### src/pod_pkg.sv
// Overview of operation
// - On stop request, pins with hi-Z select bit set float.
// - On stop request, pins with port-switch select bit set go to port control.
// - Both selects set: hi-Z wins, pin floats.
// - Port-controlled pins take direction and data from port registers.
// - Each timer output may be normal or inverted via function-select bit.
// - Inverted timer output inverts both configured active level and driven level.
// - Reading a floated pin returns undefined; here it reads zero.
// - Port-switched pins stay readable.
package pod_pkg;
  // ****************************************
  // Register offsets
  // ****************************************
  localparam logic [7:0] OFS_HIZ_SEL = 8'h00;
  localparam logic [7:0] OFS_PORT_SEL = 8'h04;
  localparam logic [7:0] OFS_INV_SEL = 8'h08;
  localparam logic [7:0] OFS_DIR = 8'h0c;
  localparam logic [7:0] OFS_ODATA = 8'h10;
  localparam logic [7:0] OFS_CTRL = 8'h14;
  localparam logic [7:0] OFS_STATUS = 8'h18;
  localparam logic [7:0] OFS_PIN_IN = 8'h1c;
  localparam logic [7:0] OFS_LEVEL = 8'h20;
  // ****************************************
  // Field positions and reset values
  // ****************************************
  localparam int CTRL_SW_STOP = 0;
  localparam int CTRL_CLEAR = 1;
  localparam int STAT_STOPPED = 0;
  localparam logic [31:0] RST_ZERO = 32'h0000_0000;
endpackage

### src/pod_output_disable.sv
`timescale 1ns/1ps
// Output-disable control between timer outputs and pins
module pod_output_disable #(
  parameter int NPINS = 16
) (
  // Clock and reset
  input wire logic sys_clk,
  input wire logic reset,
  // APB slave
  input wire logic psel,
  input wire logic penable,
  input wire logic pwrite,
  input wire logic [7:0] paddr,
  input wire logic [31:0] pwdata,
  output logic [31:0] prdata,
  output logic pready,
  output logic pslverr,
  // Stop request from detection logic
  input wire logic stopReq,
  // Timer side
  input wire logic [NPINS-1:0] timerOut,
  input wire logic [NPINS-1:0] timerOe,
  input wire logic [NPINS-1:0] timerActLevel,
  // Pads
  input wire logic [NPINS-1:0] padIn,
  output logic [NPINS-1:0] padOut,
  output logic [NPINS-1:0] padOe,
  // Effective active level seen at pins
  output logic [NPINS-1:0] pinActLevel
);
  // ****************************************
  // State
  // ****************************************
  // Selects written by software
  logic [NPINS-1:0] hizSel_r, hizSel_nxt;
  logic [NPINS-1:0] portSel_r, portSel_nxt;
  logic [NPINS-1:0] invSel_r, invSel_nxt;
  // Port direction and data used once a pin is handed to port control
  logic [NPINS-1:0] dir_r, dir_nxt;
  logic [NPINS-1:0] odata_r, odata_nxt;
  // Stop latch
  logic stopped_r, stopped_nxt;
  // Bus response
  logic [31:0] prdata_nxt;
  logic pready_nxt, pslverr_nxt;
  // Pin side
  logic [NPINS-1:0] pinRd_r, pinRd_nxt;
  logic [NPINS-1:0] padOut_nxt, padOe_nxt, act_nxt;
  // Bus decode
  logic setupPh, wrEn, rdEn;
  logic wrCtrl, swStop, swClear;

  // All-zero word for unmapped, refused and write-only reads
  localparam logic [31:0] RST_ZERO_L = pod_pkg::RST_ZERO;

  // ****************************************
  // Helper functions
  // ****************************************
  // Widen a pin vector to one bus word, upper bits read zero
  function automatic logic [31:0] zext(input logic [NPINS-1:0] v);
    zext = RST_ZERO_L;
    zext[NPINS-1:0] = v;
  endfunction

  // Pin bits of a bus word; bit i belongs to pin i
  function automatic logic [NPINS-1:0] pinBits(input logic [31:0] d);
    pinBits = d[NPINS-1:0];
  endfunction

  // Offset that answers a read
  function automatic logic isMapped(input logic [7:0] a);
    unique case (a)
      pod_pkg::OFS_HIZ_SEL, pod_pkg::OFS_PORT_SEL, pod_pkg::OFS_INV_SEL,
      pod_pkg::OFS_DIR, pod_pkg::OFS_ODATA, pod_pkg::OFS_CTRL,
      pod_pkg::OFS_STATUS, pod_pkg::OFS_PIN_IN, pod_pkg::OFS_LEVEL: isMapped = 1'b1;
      default: isMapped = 1'b0;
    endcase
  endfunction

  // Offset that accepts a write; status, pin read and level are read-only
  function automatic logic isWritable(input logic [7:0] a);
    unique case (a)
      pod_pkg::OFS_HIZ_SEL, pod_pkg::OFS_PORT_SEL, pod_pkg::OFS_INV_SEL,
      pod_pkg::OFS_DIR, pod_pkg::OFS_ODATA, pod_pkg::OFS_CTRL: isWritable = 1'b1;
      default: isWritable = 1'b0;
    endcase
  endfunction

  // ****************************************
  // Bus decode
  // ****************************************
  // Every transfer gets exactly one access cycle, so back-to-back transfers
  // need no extra bookkeeping here.
  // Setup cycle of any transfer; the reply comes in the following access cycle
  assign setupPh = psel && !penable;
  // A write lands at the edge that sees the access cycle with ready high
  assign wrEn = psel && penable && pwrite && pready;
  // Read data is fetched during setup so that it stands together with ready
  assign rdEn = setupPh && !pwrite;
  // Control word strobes
  assign wrCtrl = wrEn && (paddr == pod_pkg::OFS_CTRL);
  assign swStop = wrCtrl && pwdata[pod_pkg::CTRL_SW_STOP];
  assign swClear = wrCtrl && pwdata[pod_pkg::CTRL_CLEAR];

  // ****************************************
  // Output-disable selects
  // ****************************************
  // Next values: a mapped write replaces the whole pin vector
  always_comb begin
    hizSel_nxt = hizSel_r;
    portSel_nxt = portSel_r;
    invSel_nxt = invSel_r;
    if (wrEn) begin
      unique case (paddr)
        pod_pkg::OFS_HIZ_SEL: hizSel_nxt = pinBits(pwdata);
        pod_pkg::OFS_PORT_SEL: portSel_nxt = pinBits(pwdata);
        pod_pkg::OFS_INV_SEL: invSel_nxt = pinBits(pwdata);
        default: ;
      endcase
    end
  end

  // Registering only; selects clear on reset so pins start under timer control
  always_ff @(posedge sys_clk or posedge reset) begin
    if (reset) begin
      hizSel_r <= '0;
      portSel_r <= '0;
      invSel_r <= '0;
    end else begin
      hizSel_r <= hizSel_nxt;
      portSel_r <= portSel_nxt;
      invSel_r <= invSel_nxt;
    end
  end

  // ****************************************
  // Port direction and data
  // ****************************************
  // Next values: these only reach a pin once it is switched to port control
  always_comb begin
    dir_nxt = dir_r;
    odata_nxt = odata_r;
    if (wrEn) begin
      unique case (paddr)
        pod_pkg::OFS_DIR: dir_nxt = pinBits(pwdata);
        pod_pkg::OFS_ODATA: odata_nxt = pinBits(pwdata);
        default: ;
      endcase
    end
  end

  // Registering only
  always_ff @(posedge sys_clk or posedge reset) begin
    if (reset) begin
      dir_r <= '0;
      odata_r <= '0;
    end else begin
      dir_r <= dir_nxt;
      odata_r <= odata_nxt;
    end
  end

  // ****************************************
  // Stop latch
  // ****************************************
  // A request sets the latch and holds it; software stop sets it as well.
  // Clearing only works while no request stands, so a live fault cannot be
  // wiped out by a late clear write.
  always_comb begin
    stopped_nxt = stopped_r || stopReq;
    if (swStop) begin
      stopped_nxt = 1'b1;
    end else if (swClear && !stopReq) begin
      stopped_nxt = 1'b0; // request wins over clear
    end
  end

  // Registering only; the stop is dropped by reset
  always_ff @(posedge sys_clk or posedge reset) begin
    if (reset) begin
      stopped_r <= 1'b0;
    end else begin
      stopped_r <= stopped_nxt;
    end
  end

  // ****************************************
  // Ready and error
  // ****************************************
  // Ready answers every setup cycle one cycle later, so the access phase
  // lasts exactly one cycle; the error flag rides with it.
  always_comb begin
    pready_nxt = setupPh;
    pslverr_nxt = 1'b0;
    if (setupPh) begin
      // Unmapped reads and writes to read-only or unmapped offsets are refused
      pslverr_nxt = pwrite ? !isWritable(paddr) : !isMapped(paddr);
    end
  end

  // Registering only; ready and error stand for the one access cycle
  always_ff @(posedge sys_clk or posedge reset) begin
    if (reset) begin
      pready <= 1'b0;
      pslverr <= 1'b0;
    end else begin
      pready <= pready_nxt;
      pslverr <= pslverr_nxt;
    end
  end

  // ****************************************
  // Read data
  // ****************************************
  // Read data is picked in setup and registered, so it stands exactly in the
  // access cycle; outside reads the bus shows zero.
  always_comb begin
    prdata_nxt = RST_ZERO_L;
    if (rdEn) begin
      unique case (paddr)
        pod_pkg::OFS_HIZ_SEL: prdata_nxt = zext(hizSel_r);
        pod_pkg::OFS_PORT_SEL: prdata_nxt = zext(portSel_r);
        pod_pkg::OFS_INV_SEL: prdata_nxt = zext(invSel_r);
        pod_pkg::OFS_DIR: prdata_nxt = zext(dir_r);
        pod_pkg::OFS_ODATA: prdata_nxt = zext(odata_r);
        pod_pkg::OFS_STATUS: prdata_nxt = {31'h0, stopped_r};
        pod_pkg::OFS_PIN_IN: prdata_nxt = zext(pinRd_r);
        pod_pkg::OFS_LEVEL: prdata_nxt = zext(pinActLevel);
        default: prdata_nxt = RST_ZERO_L; // control and refused reads give zero
      endcase
    end
  end

  // Registering only
  always_ff @(posedge sys_clk or posedge reset) begin
    if (reset) begin
      prdata <= RST_ZERO_L;
    end else begin
      prdata <= prdata_nxt;
    end
  end

  // ****************************************
  // Per-pin drive cells
  // ****************************************
  // Priority per pin: float beats port switching, port switching beats timer.
  // A floated pin reads as zero rather than whatever the pad happens to show,
  // so software never acts on a wandering level.
  // Each cell picks timer, port or float drive for one pin
  genvar g;
  generate
    for (g = 0; g < NPINS; g++) begin : gPin
      pod_pin_cell uCell (
        .stopped(stopped_r),
        .hizSel(hizSel_r[g]),
        .portSel(portSel_r[g]),
        .invSel(invSel_r[g]),
        .timerOut(timerOut[g]),
        .timerOe(timerOe[g]),
        .portDir(dir_r[g]),
        .portData(odata_r[g]),
        .padIn(padIn[g]),
        .padOutNxt(padOut_nxt[g]),
        .padOeNxt(padOe_nxt[g]),
        .readNxt(pinRd_nxt[g])
      );
    end
  endgenerate

  // Active level seen at the pin flips with the inversion select
  assign act_nxt = timerActLevel ^ invSel_r;

  // ****************************************
  // Pad drive registers
  // ****************************************
  // Registering only; pads come up undriven until reset is released
  always_ff @(posedge sys_clk or posedge reset) begin
    if (reset) begin
      padOut <= '0;
      padOe <= '0;
    end else begin
      padOut <= padOut_nxt;
      padOe <= padOe_nxt;
    end
  end

  // ****************************************
  // Pin read and level registers
  // ****************************************
  // Registering only; the captured read and the level start at zero
  always_ff @(posedge sys_clk or posedge reset) begin
    if (reset) begin
      pinRd_r <= '0;
      pinActLevel <= '0;
    end else begin
      pinRd_r <= pinRd_nxt;
      pinActLevel <= act_nxt;
    end
  end
endmodule

### src/pod_pin_cell.sv
`timescale 1ns/1ps
// One pin: selects timer, port or float drive
module pod_pin_cell (
  // Stop state and selects
  input wire logic stopped,
  input wire logic hizSel,
  input wire logic portSel,
  input wire logic invSel,
  // Sources
  input wire logic timerOut,
  input wire logic timerOe,
  input wire logic portDir,
  input wire logic portData,
  input wire logic padIn,
  // Pad drive
  output logic padOutNxt,
  output logic padOeNxt,
  output logic readNxt
);
  // ****************************************
  // Pin drive choice
  // ****************************************
  always_comb begin
    readNxt = padIn;
    if (stopped && hizSel) begin
      padOutNxt = 1'b0;
      padOeNxt = 1'b0;
      readNxt = 1'b0;
    end else if (stopped && portSel) begin
      padOutNxt = portData;
      padOeNxt = portDir;
    end else begin
      padOutNxt = timerOut ^ invSel;
      padOeNxt = timerOe;
    end
  end
endmodule

### config.mk
export PLATFORM = sky130hd
export DESIGN_NAME = pod_output_disable
export DESIGN_NICKNAME = d
export VERILOG_FILES = /design/src/pod_pkg.sv /design/src/pod_output_disable.sv /design/src/pod_pin_cell.sv
export SDC_FILE = /design/constraint.sdc
export NUM_CORES = 1
export LEC_CHECK = 0
export ABC_AREA = 1
export BUFFER_PORTS_ARGS = -buffer_cell sky130_fd_sc_hd__buf_2
export CELL_PAD_IN_SITES_DETAIL_PLACEMENT = 1
export CELL_PAD_IN_SITES_GLOBAL_PLACEMENT = 1
export CORE_ASPECT_RATIO = 1.2
export CORE_UTILIZATION = 35
export DETAILED_ROUTE_END_ITERATION = 8
export HOLD_SLACK_MARGIN = 0.12
export MAX_ROUTING_LAYER = met4
export PLACE_DENSITY_LB_ADDON = 0.1
export SYNTH_ARGS = -nofsm -noshare
export SYNTH_HDL_FRONTEND = slang
export SYNTH_SLANG_ARGS = --single-unit
### constraint.sdc
create_clock -name sys_clk -period 4.8 [get_ports sys_clk]
set_input_delay 0.24 -clock sys_clk [delete_from_list [all_inputs] [get_ports sys_clk]]
set_output_delay 0.24 -clock sys_clk [all_outputs]
set_load 0.02 [all_outputs]
==> results of run 1 <==
[placed cells by master (no fill, tap or decap), types with 5 or more instances in the layout]
cell type | netlist | layout
buf_2 | 15 | 159
nand3_1 | 63 | 63
inv_6 | 1 | 7
a21oi_1 | 32 | 32
conb_1 | 1 | 16
dlygate4sd3_1 | 0 | 70
dfrtp_1 | 163 | 163
xor2_1 | 32 | 32
o21ai_1 | 49 | 49
nor2_2 | 5 | 5
clkbuf_16 | 0 | 17
nand2_2 | 6 | 6
o21ai_0 | 44 | 44
inv_1 | 94 | 93
nor2_4 | 5 | 5
nand2_1 | 265 | 265
nor2_1 | 93 | 93
[power breakdown]
| group | leakage (nW) | internal (mW) | switching (mW) |
|---|---|---|---|
| registers | 2.12 | 1.40 | 0.0127 |
| clock network | 0.304 | 0.893 | 0.589 |
| logic | 2.85 | 0.104 | 0.158 |
[critical path, cell delays in order]
cell     delay, ns
buf_2         0.12
inv_1         0.05
nand2_1       0.07
nor2_4        0.10
buf_4         0.36
nand2_4       0.24
inv_4         0.17
nand2_2       0.47
nand2_1       0.21
o21ai_1       0.08
[logic make-up (layout without fill, tap and decap cells)]
group / after synthesis / in the layout
compound gates: 125 / 125
xor+xnor: 32 / 32
buf+inv: 148 / 363
flops: 163 / 163
other cells: 1 / 16
simple gates: 448 / 448
[worst min-delay path by stage]
stage               cells past startpoint             end        startpoint  slack (ns)
finish                                  3     odata_r[14]        pwdata[14]        0.12
global route                            3    hizSel_r[14]        pwdata[14]        0.14
CTS                                     3     odata_r[14]        pwdata[14]        0.12
detailed placement                      2  pinActLevel[8]  timerActLevel[8]        0.42
global placement                        2  pinActLevel[8]  timerActLevel[8]        0.42
floorplan                               1          pready           penable        0.32
[sequential cells by signal (all words and copies together) (netlist names), 16 cells and up]
signal / flops
dir_r: 16
invSel_r: 16
portSel_r: 16
pinActLevel: 16
padOe: 16
pinRd_r: 16
padOut: 16
prdata: 16
odata_r: 16
hizSel_r: 16
[cell type report]
| cell class | instances | area share, % |
|---|---|---|
| Clock inverter | 14 | 2.031 |
| Multi-Input combinational cell | 621 | 29.32 |
| Inverter | 98 | 3.885 |
| Clock buffer | 18 | 4.457 |
| Tap cell | 270 | 3.428 |
| Timing Repair Buffer | 233 | 15.49 |
| Sequential cell | 163 | 41.39 |
[per-layer routing]
layer  track usage [%]  routed length [microns]  up-vias  share of wire, %
li1                  -                        -     3251                 -
met5                 -                        0        -                 0
met4             6.144                      307        0               1.3
met3             3.457                      644       23               2.8
met2             40.22                    12190      135                52
met1             26.78                    10250     3253                44
[metrics by stage]
step | setup WS [ns] | hold slack (ns) | utilization [%] | area (sq um)
finish | 2.928 | 0.1233 | 46.50 | 9854
global placement | 2.533 | 0.4217 | 40.18 | 8514
detailed placement | 2.501 | 0.4247 | 40.18 | 8514
floorplan | 0.1550 | 0.3163 | - | 7717
global route | 2.740 | 0.1438 | 46.50 | 9854
CTS | 2.944 | 0.1207 | 46.50 | 9854
==> flow_summary.toml, run 1 <==
[floorplan]
die_area_sq_um = 22490
ios = 192
core.rowCount = 58
dieHeight_microns = 164.1
die_w_microns = 137.1
core-area_sq_um = 21190
start_util_pct = 36.15

[power_and_ir_drop]
max-vdd-ir-drop_mv = 0.2386
p_total_mw = 3.160
leakage_nw = 5.278
power_density_nw_per_um2 = 320.7

[worst_setup_path]
critical_path.max_fanout = 32
ff2ff_path_depth = 4
r2r_slack_ns = 3.01
critPathArrivalTime_ns = 2.15
cp-end-kind = "flop"
criticalPathCategory = "input pin to flop"
r2r-end = "stopped_r"
endpoint = "odata_r[10]"
start_kind = "input pin"
crit_start = "paddr[5]"
rr_startpoint = "stopped_r"
required_ns = 5.08

[flow_run]
max_cap_viol_count = 0

[global_routing]
antenna_found_initial = 0
grt_max_degree = 86
grt_remaining_overflow = 0
grtUsageTotal_pct = 22.80
grt_first_pass_wirelength_microns = 37140
grt_pass1_vias = 7125

[yosys]
synthTopCellsByCount = "nand2_1, dfrtp_1, inv_1"
ys_ff_latch = 163
synth_top_family_by_area = "simple AND/OR/NAND/NOR gates"
async_reset_ff_share_pct = 100.0
yosys.area_share.simple_pct = 25.10
synth_edf_count = 0
synth_xor_area_share_pct = 3.658
yosysTopAreaCell = "dfrtp_1"
ys_top_cells_by_area = "dfrtp_1, nand2_1, inv_1, nor2_1, nand3_1"
netlist_area_sq_um = 7661
netlist_instances = 917
synth.yosys.seq_area_share_pct = 53.24
synthDominantCellAreaShare_pct = 53.24
synth_compound_area_share_pct = 8.166
synth.most_common_cell = "nand2_1"
ys_warn_count = 0
muxShareOfSynthArea_pct = 0
synthAdderAreaFrac_pct = 0
ys_types = 28
ys.flop_type = "dfrtp_1"
syn-mean-instance-area_sq_um = 8.355

[clocking]
clockBufferDepth = 2
h-tree-depth = 4
cts_tree = "yes"
hold_buffers = 70
clock_latency_ns = 0.43
cts_setup_buffers = 0
clock_sinks = 163
post_cts_resized = 0
clkSlewWorstSetupHoldPaths_ns = 0.07
cts_made_buffers = 17
clockRootBuffer = "clkbuf_16"

[routing]
ant_nets = 0
wl_per_cell_microns = 16.50
drtPass1Iterations = 6
drt-vias-per-instance = 4.701
remaining_drc_errors = 0
drt-initial-drc-count = 263
num_vias = 6662
routed_wl_microns = 23390

[worst_hold_path]
hold_path_class = "input pin to flop"

[cells_and_area]
final_layout_size_suffix_gt1_share_pct = 19.70
synthToLayoutAreaGrowth_pct = 28.63
seqCellArea_sq_um = 4079
multi_input_area_sq_um = 2889
stdcell_count = 1417
fill_cells = 2612
insertedDiodeCount = 0
final_net_count = 1244

[sta]
fmax_ghz = 0.5342
finalCriticalPeriod_ns = 1.872
rsz0062_at_grt = "no"
relSlewSlack_pct = 14.68
worstMarginPinSlew_ns = 1.278
fin_tns_setup_ns = 0
setup_viol = 0
finalCritPeriodShare_pct = 39.00
hold_viol_final = 0
skew_ns = 0.008641
slew_violations = 0

[place]
gp_congestion = 0.7558
portBuffers = 159
placedCellCount = 1315
dpl.hpwl_microns = 14690

[run_status]
status = "complete, no violations"
Note: power is estimated with default switching activity, not from simulation.
==> inputs of run 2 (changes only) <==
--- a/config.mk
+++ b/config.mk
@@ -10,7 +10,7 @@
 export CELL_PAD_IN_SITES_DETAIL_PLACEMENT = 1
 export CELL_PAD_IN_SITES_GLOBAL_PLACEMENT = 1
 export CORE_ASPECT_RATIO = 1.2
-export CORE_UTILIZATION = 35
+export CORE_UTILIZATION = 39
 export DETAILED_ROUTE_END_ITERATION = 8
 export HOLD_SLACK_MARGIN = 0.12
 export MAX_ROUTING_LAYER = met4
==> constraint.sdc (replaced) <==
create_clock -name sys_clk -period 1.8 [get_ports sys_clk]
set_input_delay 0.09 -clock sys_clk [delete_from_list [all_inputs] [get_ports sys_clk]]
set_output_delay 0.09 -clock sys_clk [all_outputs]
set_load 0.02 [all_outputs]
==> run 2 against run 1 <==
Critical path depth down 4. Sequential share of layout area fell by 1.4 points. Power increased to 2.6 times the previous value. Utilization grew 7.0 points. Highest routed layer unchanged.
==> flow_summary.toml, run 2 (synthesized netlist as in run 1, its figures left out) <==
[run_status]
status = "complete, no violations"

[sta]
rsz0062_at_grt = "no"
slew_violations = 0
worst_slack_ns = 0.1796
relSlewSlack_pct = 52.88
setup_viol = 0
fmax_ghz = 0.6171
finalCritPeriodShare_pct = 90.02
hold_viol_final = 0
skew_ns = 0.007493
finalCriticalPeriod_ns = 1.620
worstMarginPinSlew_ns = 0.7060
fin_tns_setup_ns = 0

[worst_setup_path]
criticalPathCategory = "flop to flop"
critical_path.max_fanout = 5
rr_startpoint = "pready"
crit_start = "pready"
cp-end-kind = "flop"
start_kind = "flop"
ff2ff_path_depth = 6
critPathArrivalTime_ns = 1.93
endpoint = "stopped_r"
required_ns = 2.11
r2r_slack_ns = 0.18
r2r-end = "stopped_r"

[cells_and_area]
final_net_count = 1282
insertedDiodeCount = 0
final_cell_mix = "nand2_1, dfrtp_1, buf_2"
final_layout_size_suffix_gt1_share_pct = 20.76
fill_cells = 2363
final_common_cell = "nand2_1"
synthToLayoutAreaGrowth_pct = 33.12

[clocking]
cts_made_buffers = 17
clkSlewWorstSetupHoldPaths_ns = 0.07
clockRootBuffer = "clkbuf_16"
h-tree-depth = 4
clockBufferDepth = 2
clock_sinks = 163
cts_tree = "yes"
post_cts_resized = 0
clock_latency_ns = 0.43

[floorplan]
die_w_microns = 129.9
ios = 192
core.rowCount = 55
dieHeight_microns = 155.5
core-area_sq_um = 19060
die_area_sq_um = 20210
start_util_pct = 40.19

[flow_run]
max_cap_viol_count = 0

[power_and_ir_drop]
max-vdd-ir-drop_mv = 0.6345
leakage_nw = 5.469
power_density_nw_per_um2 = 814.6

[global_routing]
antenna_found_initial = 0
grt_first_pass_wirelength_microns = 37780
grt_max_degree = 86
grt_pass1_vias = 7363
grtUsageTotal_pct = 25.55
grt_remaining_overflow = 0

[routing]
remaining_drc_errors = 0
wl_per_cell_microns = 16.34
drt-vias-per-instance = 4.833
wl_met2_microns = 12380
routed_wl_microns = 23550
ant_nets = 0
drtPass1Iterations = 4
route.met3.wl_microns = 688
wirelength_met1_microns = 9994
highest_layer = "met4"
drt-initial-drc-count = 329
num_vias = 6964

[worst_hold_path]
hold_path_class = "input pin to flop"

[place]
dpl.hpwl_microns = 15310
portBuffers = 159
gp_congestion = 0.7941
preCtsSetupSlack_ns = 0.2102
run 2: cell count changes in the layout (fill, tap and decap cells not counted):
cell and delta:
clkbuf_1 +1, buf_4 +16, bufinv_16 -1, dlygate4sd3_1 +17, clkbuf_8 +1, buf_12 +5, clkinv_4 +2, inv_6 -5
clkinv_2 +2
run 2: layout make-up:
class	instances	area [sq um]	area share (%)
Timing Repair Buffer	271	1917	18.80
Multi-Input combinational cell	621	2889	28.33
Inverter	98	381.6	3.742
Clock inverter	12	155.1	1.521
Tap cell	256	320.3	3.141
Clock buffer	20	456.7	4.478
Sequential cell	163	4079	40.00
run 2: layer usage:
layer | vias to the layer above | GRT usage, %
met4 | 0 | 9.136
met5 | - | -
met2 | 154 | 44.23
met3 | 33 | 3.635
met1 | 3448 | 30.06
li1 | 3329 | -
run 2: worst min-delay path by stage:
stage               startpoint      endpoint  slack, ns  depth (start not counted)
floorplan              penable        pready       0.17                          1
global placement         reset  invSel_r[12]       0.26                          3
detailed placement       reset  invSel_r[12]       0.26                          3
CTS                   paddr[2]     prdata[0]       0.27                          7
global route          paddr[2]     prdata[0]       0.31                          7
finish                paddr[2]     prdata[0]       0.27                          7
run 2: stage by stage:
stage	util, %	cell area, sq um	total power [mW]	hold slack, ns	std cells
3_5_place_dp	45.54	8681	4.446	0.2563	1319
2_1_floorplan	-	7721	4.201	0.1663	932
6_report	53.50	10200	8.307	0.2729	1441
3_3_place_gp	45.54	8681	4.437	0.2584	1319
4_1_cts	53.32	10160	8.364	0.2656	1438
5_1_grt	53.50	10200	8.583	0.3112	1441
run 2: timing repair:
| item | CTS | global route |
|---|---|---|
| buffers inserted | 0 | 3 |
| endpoints found under the setup margin | 0 | 1 |
| hold buffers | 87 | 0 |
| endpoints found under the hold margin | 314 | 0 |
run 2: worst max-delay path, stage by stage, from the launching register on:
cell	delay, ns
dfrtp_1	0.34
nand2_1	0.09
nor2_4	0.23
nand3_1	0.11
a21oi_1	0.13
dlygate4sd3_1	0.56
nand2_1	0.06
run 2: where the power goes:
| group | internal, mW | leakage, nW | switching, mW |
|---|---|---|---|
| clock | 2.26 | 0.296 | 1.52 |
| combinational | 0.316 | 3.05 | 0.430 |
| sequential | 3.75 | 2.12 | 0.0347 |
| total | 6.32 | 5.47 | 1.99 |
==> inputs of run 3 (changes only) <==
==> constraint.sdc (replaced) <==
create_clock -name sys_clk -period 1.7 [get_ports sys_clk]
set_input_delay 0.085 -clock sys_clk [delete_from_list [all_inputs] [get_ports sys_clk]]
set_output_delay 0.085 -clock sys_clk [all_outputs]
set_load 0.02 [all_outputs]
==> run 3 against run 2 <==
Flip-flop and latch count did not move. Cell area increased by 0.88%. Global-route usage shrank 0.17 points. Cell count is 0.49% higher. Register-to-register slack lost 0.05 ns. Critical path type unchanged. Sequential power grew 5.8%. Worst hold slack improved by 0.0033 ns. Highest routed layer unchanged. Utilization increased by 0.47 points. First-iteration DRC count fell by 14%. Combinational power is 8.4% higher. Count of clock-buffer cells in the layout did not move.
==> flow_summary.toml, run 3 (synthesized netlist as in run 1, its figures left out) <==
[global_routing]
use_met2_pct = 45.43
use_met1_pct = 29.03
antenna_found_initial = 0
grtUsageTotal_pct = 25.38
grt_remaining_overflow = 0
busiest_layer = "met2"
grt_max_degree = 38
grt_pass1_vias = 7260
grt_first_pass_wirelength_microns = 37500
met3_usage_pct = 3.738

[routing]
ant_nets = 0
num_vias = 6856
drt-initial-drc-count = 284
remaining_drc_errors = 0
routed_wl_microns = 23630
wl_per_cell_microns = 16.32
drt-vias-per-instance = 4.735
drtPass1Iterations = 4

[worst_setup_path]
cpMaxStageDelayCell = "dlygate4sd3_1"
criticalPathCategory = "flop to flop"
endpoint = "stopped_r"
rr_startpoint = "pready"
critPathArrivalTime_ns = 1.88
critical_path.max_fanout = 6
crit_start = "pready"
cp-end-kind = "flop"
start_kind = "flop"
ff2ff_path_depth = 6
crit_chain = "nand2_1, nor2_4, nand3_1, a21oi_1, dlygate4sd3_1, nand2_1"
max_stage_delay_ns = 0.56
cp_common_cell = "nand2_1"
r2r_slack_ns = 0.13
required_ns = 2.01
r2r-end = "stopped_r"

[sta]
finalCritPeriodShare_pct = 92.36
hold_viol_final = 0
fmax_ghz = 0.6369
slew_violations = 0
rsz0062_at_grt = "no"
skew_ns = 0.01103
setup_viol = 0
whs_ns = 0.2762
finalCriticalPeriod_ns = 1.570
relSlewSlack_pct = 50.17
worstMarginPinSlew_ns = 0.7466
fin_tns_setup_ns = 0

[clocking]
cts_tree = "yes"
clockBufferDepth = 2
cts_made_buffers = 17
post_cts_resized = 0
clockRootBuffer = "clkbuf_16"
h-tree-depth = 4
clock_sinks = 163
clock_latency_ns = 0.43
clkSlewWorstSetupHoldPaths_ns = 0.06

[power_and_ir_drop]
leakage_nw = 5.517
switching_share_pct = 24.25
p_comb_share_pct = 9.3
max-vdd-ir-drop_mv = 0.7028
clockPowerShare_pct = 44.5
seq_power_share_pct = 46.2
internal-power_mw = 6.562
p_sw_mw = 2.100
power_density_nw_per_um2 = 841.9

[cells_and_area]
stdcell_count = 1448
final_cell_mix = "nand2_1, dfrtp_1, buf_2"
fill_cells = 2349
final_layout_size_suffix_gt1_share_pct = 21.22
insertedDiodeCount = 0
final_net_count = 1289
final_common_cell = "nand2_1"
synthToLayoutAreaGrowth_pct = 34.30

[place]
placedCellCount = 1324
dpl.hpwl_microns = 15800
portBuffers = 159
gp_congestion = 0.7830

[flow_run]
max_cap_viol_count = 0

[floorplan]
dieHeight_microns = 155.5
core-area_sq_um = 19060
die_area_sq_um = 20210
core.rowCount = 55
die_w_microns = 129.9
start_util_pct = 40.19
ios = 192

[worst_hold_path]
hold_path_class = "input pin to asynchronous set/reset pin"

[run_status]
status = "complete, no violations"
## run 3: changes by cell type in the layout (fill, tap and decap cells not counted)
cell,before,now
clkinv_2,3,4
clkinv_4,3,2
bufinv_16,3,2
buf_4,20,22
buf_12,5,10
inv_6,2,3
## run 3: repair_timing
item / in CTS / in global routing
endpoints found under the hold margin: 277 / 0
endpoints found under the setup margin: 0 / 1
hold buffers: 87 / 0
buffers inserted: 0 / 5
## run 3: power by group through the flow
stage / combinational [mW] / sequential, mW / clock, mW
floorplan: 0.299 / 4.15 / 0
global placement: 0.643 / 4.07 / 0
detailed placement: 0.655 / 4.07 / 0
CTS: 0.808 / 4.00 / 3.92
global route: 0.888 / 4.01 / 4.06
finish: 0.809 / 4.00 / 3.85
## run 3: worst min-delay path by stage
stage	startpoint	end	slack (ns)	cells past startpoint
floorplan	penable	pready	0.16	1
global placement	reset	pinActLevel[12]	0.17	2
detailed placement	reset	padOut[12]	0.17	2
CTS	reset	padOut[12]	0.26	3
global route	reset	pinActLevel[12]	0.30	3
finish	reset	pinActLevel[12]	0.28	3
## run 3: metal layers
metal | part of all wire [%] | vias up
met5 | 0 | -
met4 | 1.6 | 0
met3 | 3.1 | 29
met2 | 53 | 145
met1 | 42 | 3349
li1 | - | 3333
## run 3: worst max-delay path, delay by kind of cell, from the launching register on
family                 cells  cell delay, ns
DFF                        1            0.34
and+or+nand+nor            4            0.45
AOI/OAI and AO/OA          1            0.12
buffers and inverters      1            0.56
## run 3: cell type report
type                            instances  area (sq um)  share of cell area (%)
Clock buffer                           20         456.7                   4.439
Timing Repair Buffer                  278          2032                   19.75
Inverter                               98         381.6                   3.709
Clock inverter                         12         130.1                   1.265
Sequential cell                       163          4079                   39.64
Tap cell                              256         320.3                   3.113
Multi-Input combinational cell        621          2889                   28.08
## run 3: metrics by stage
step / setup slack, ns / utilization [%] / cell area [sq um] / power [mW]
finish: 0.1299 / 53.97 / 10290 / 8.662
global route: 0.03235 / 53.97 / 10290 / 8.953
CTS: 0.04348 / 53.78 / 10250 / 8.727
detailed placement: 0.1677 / 46.13 / 8793 / 4.728
global placement: 0.2045 / 46.13 / 8793 / 4.716
floorplan: -0.4558 / - / 7721 / 4.448
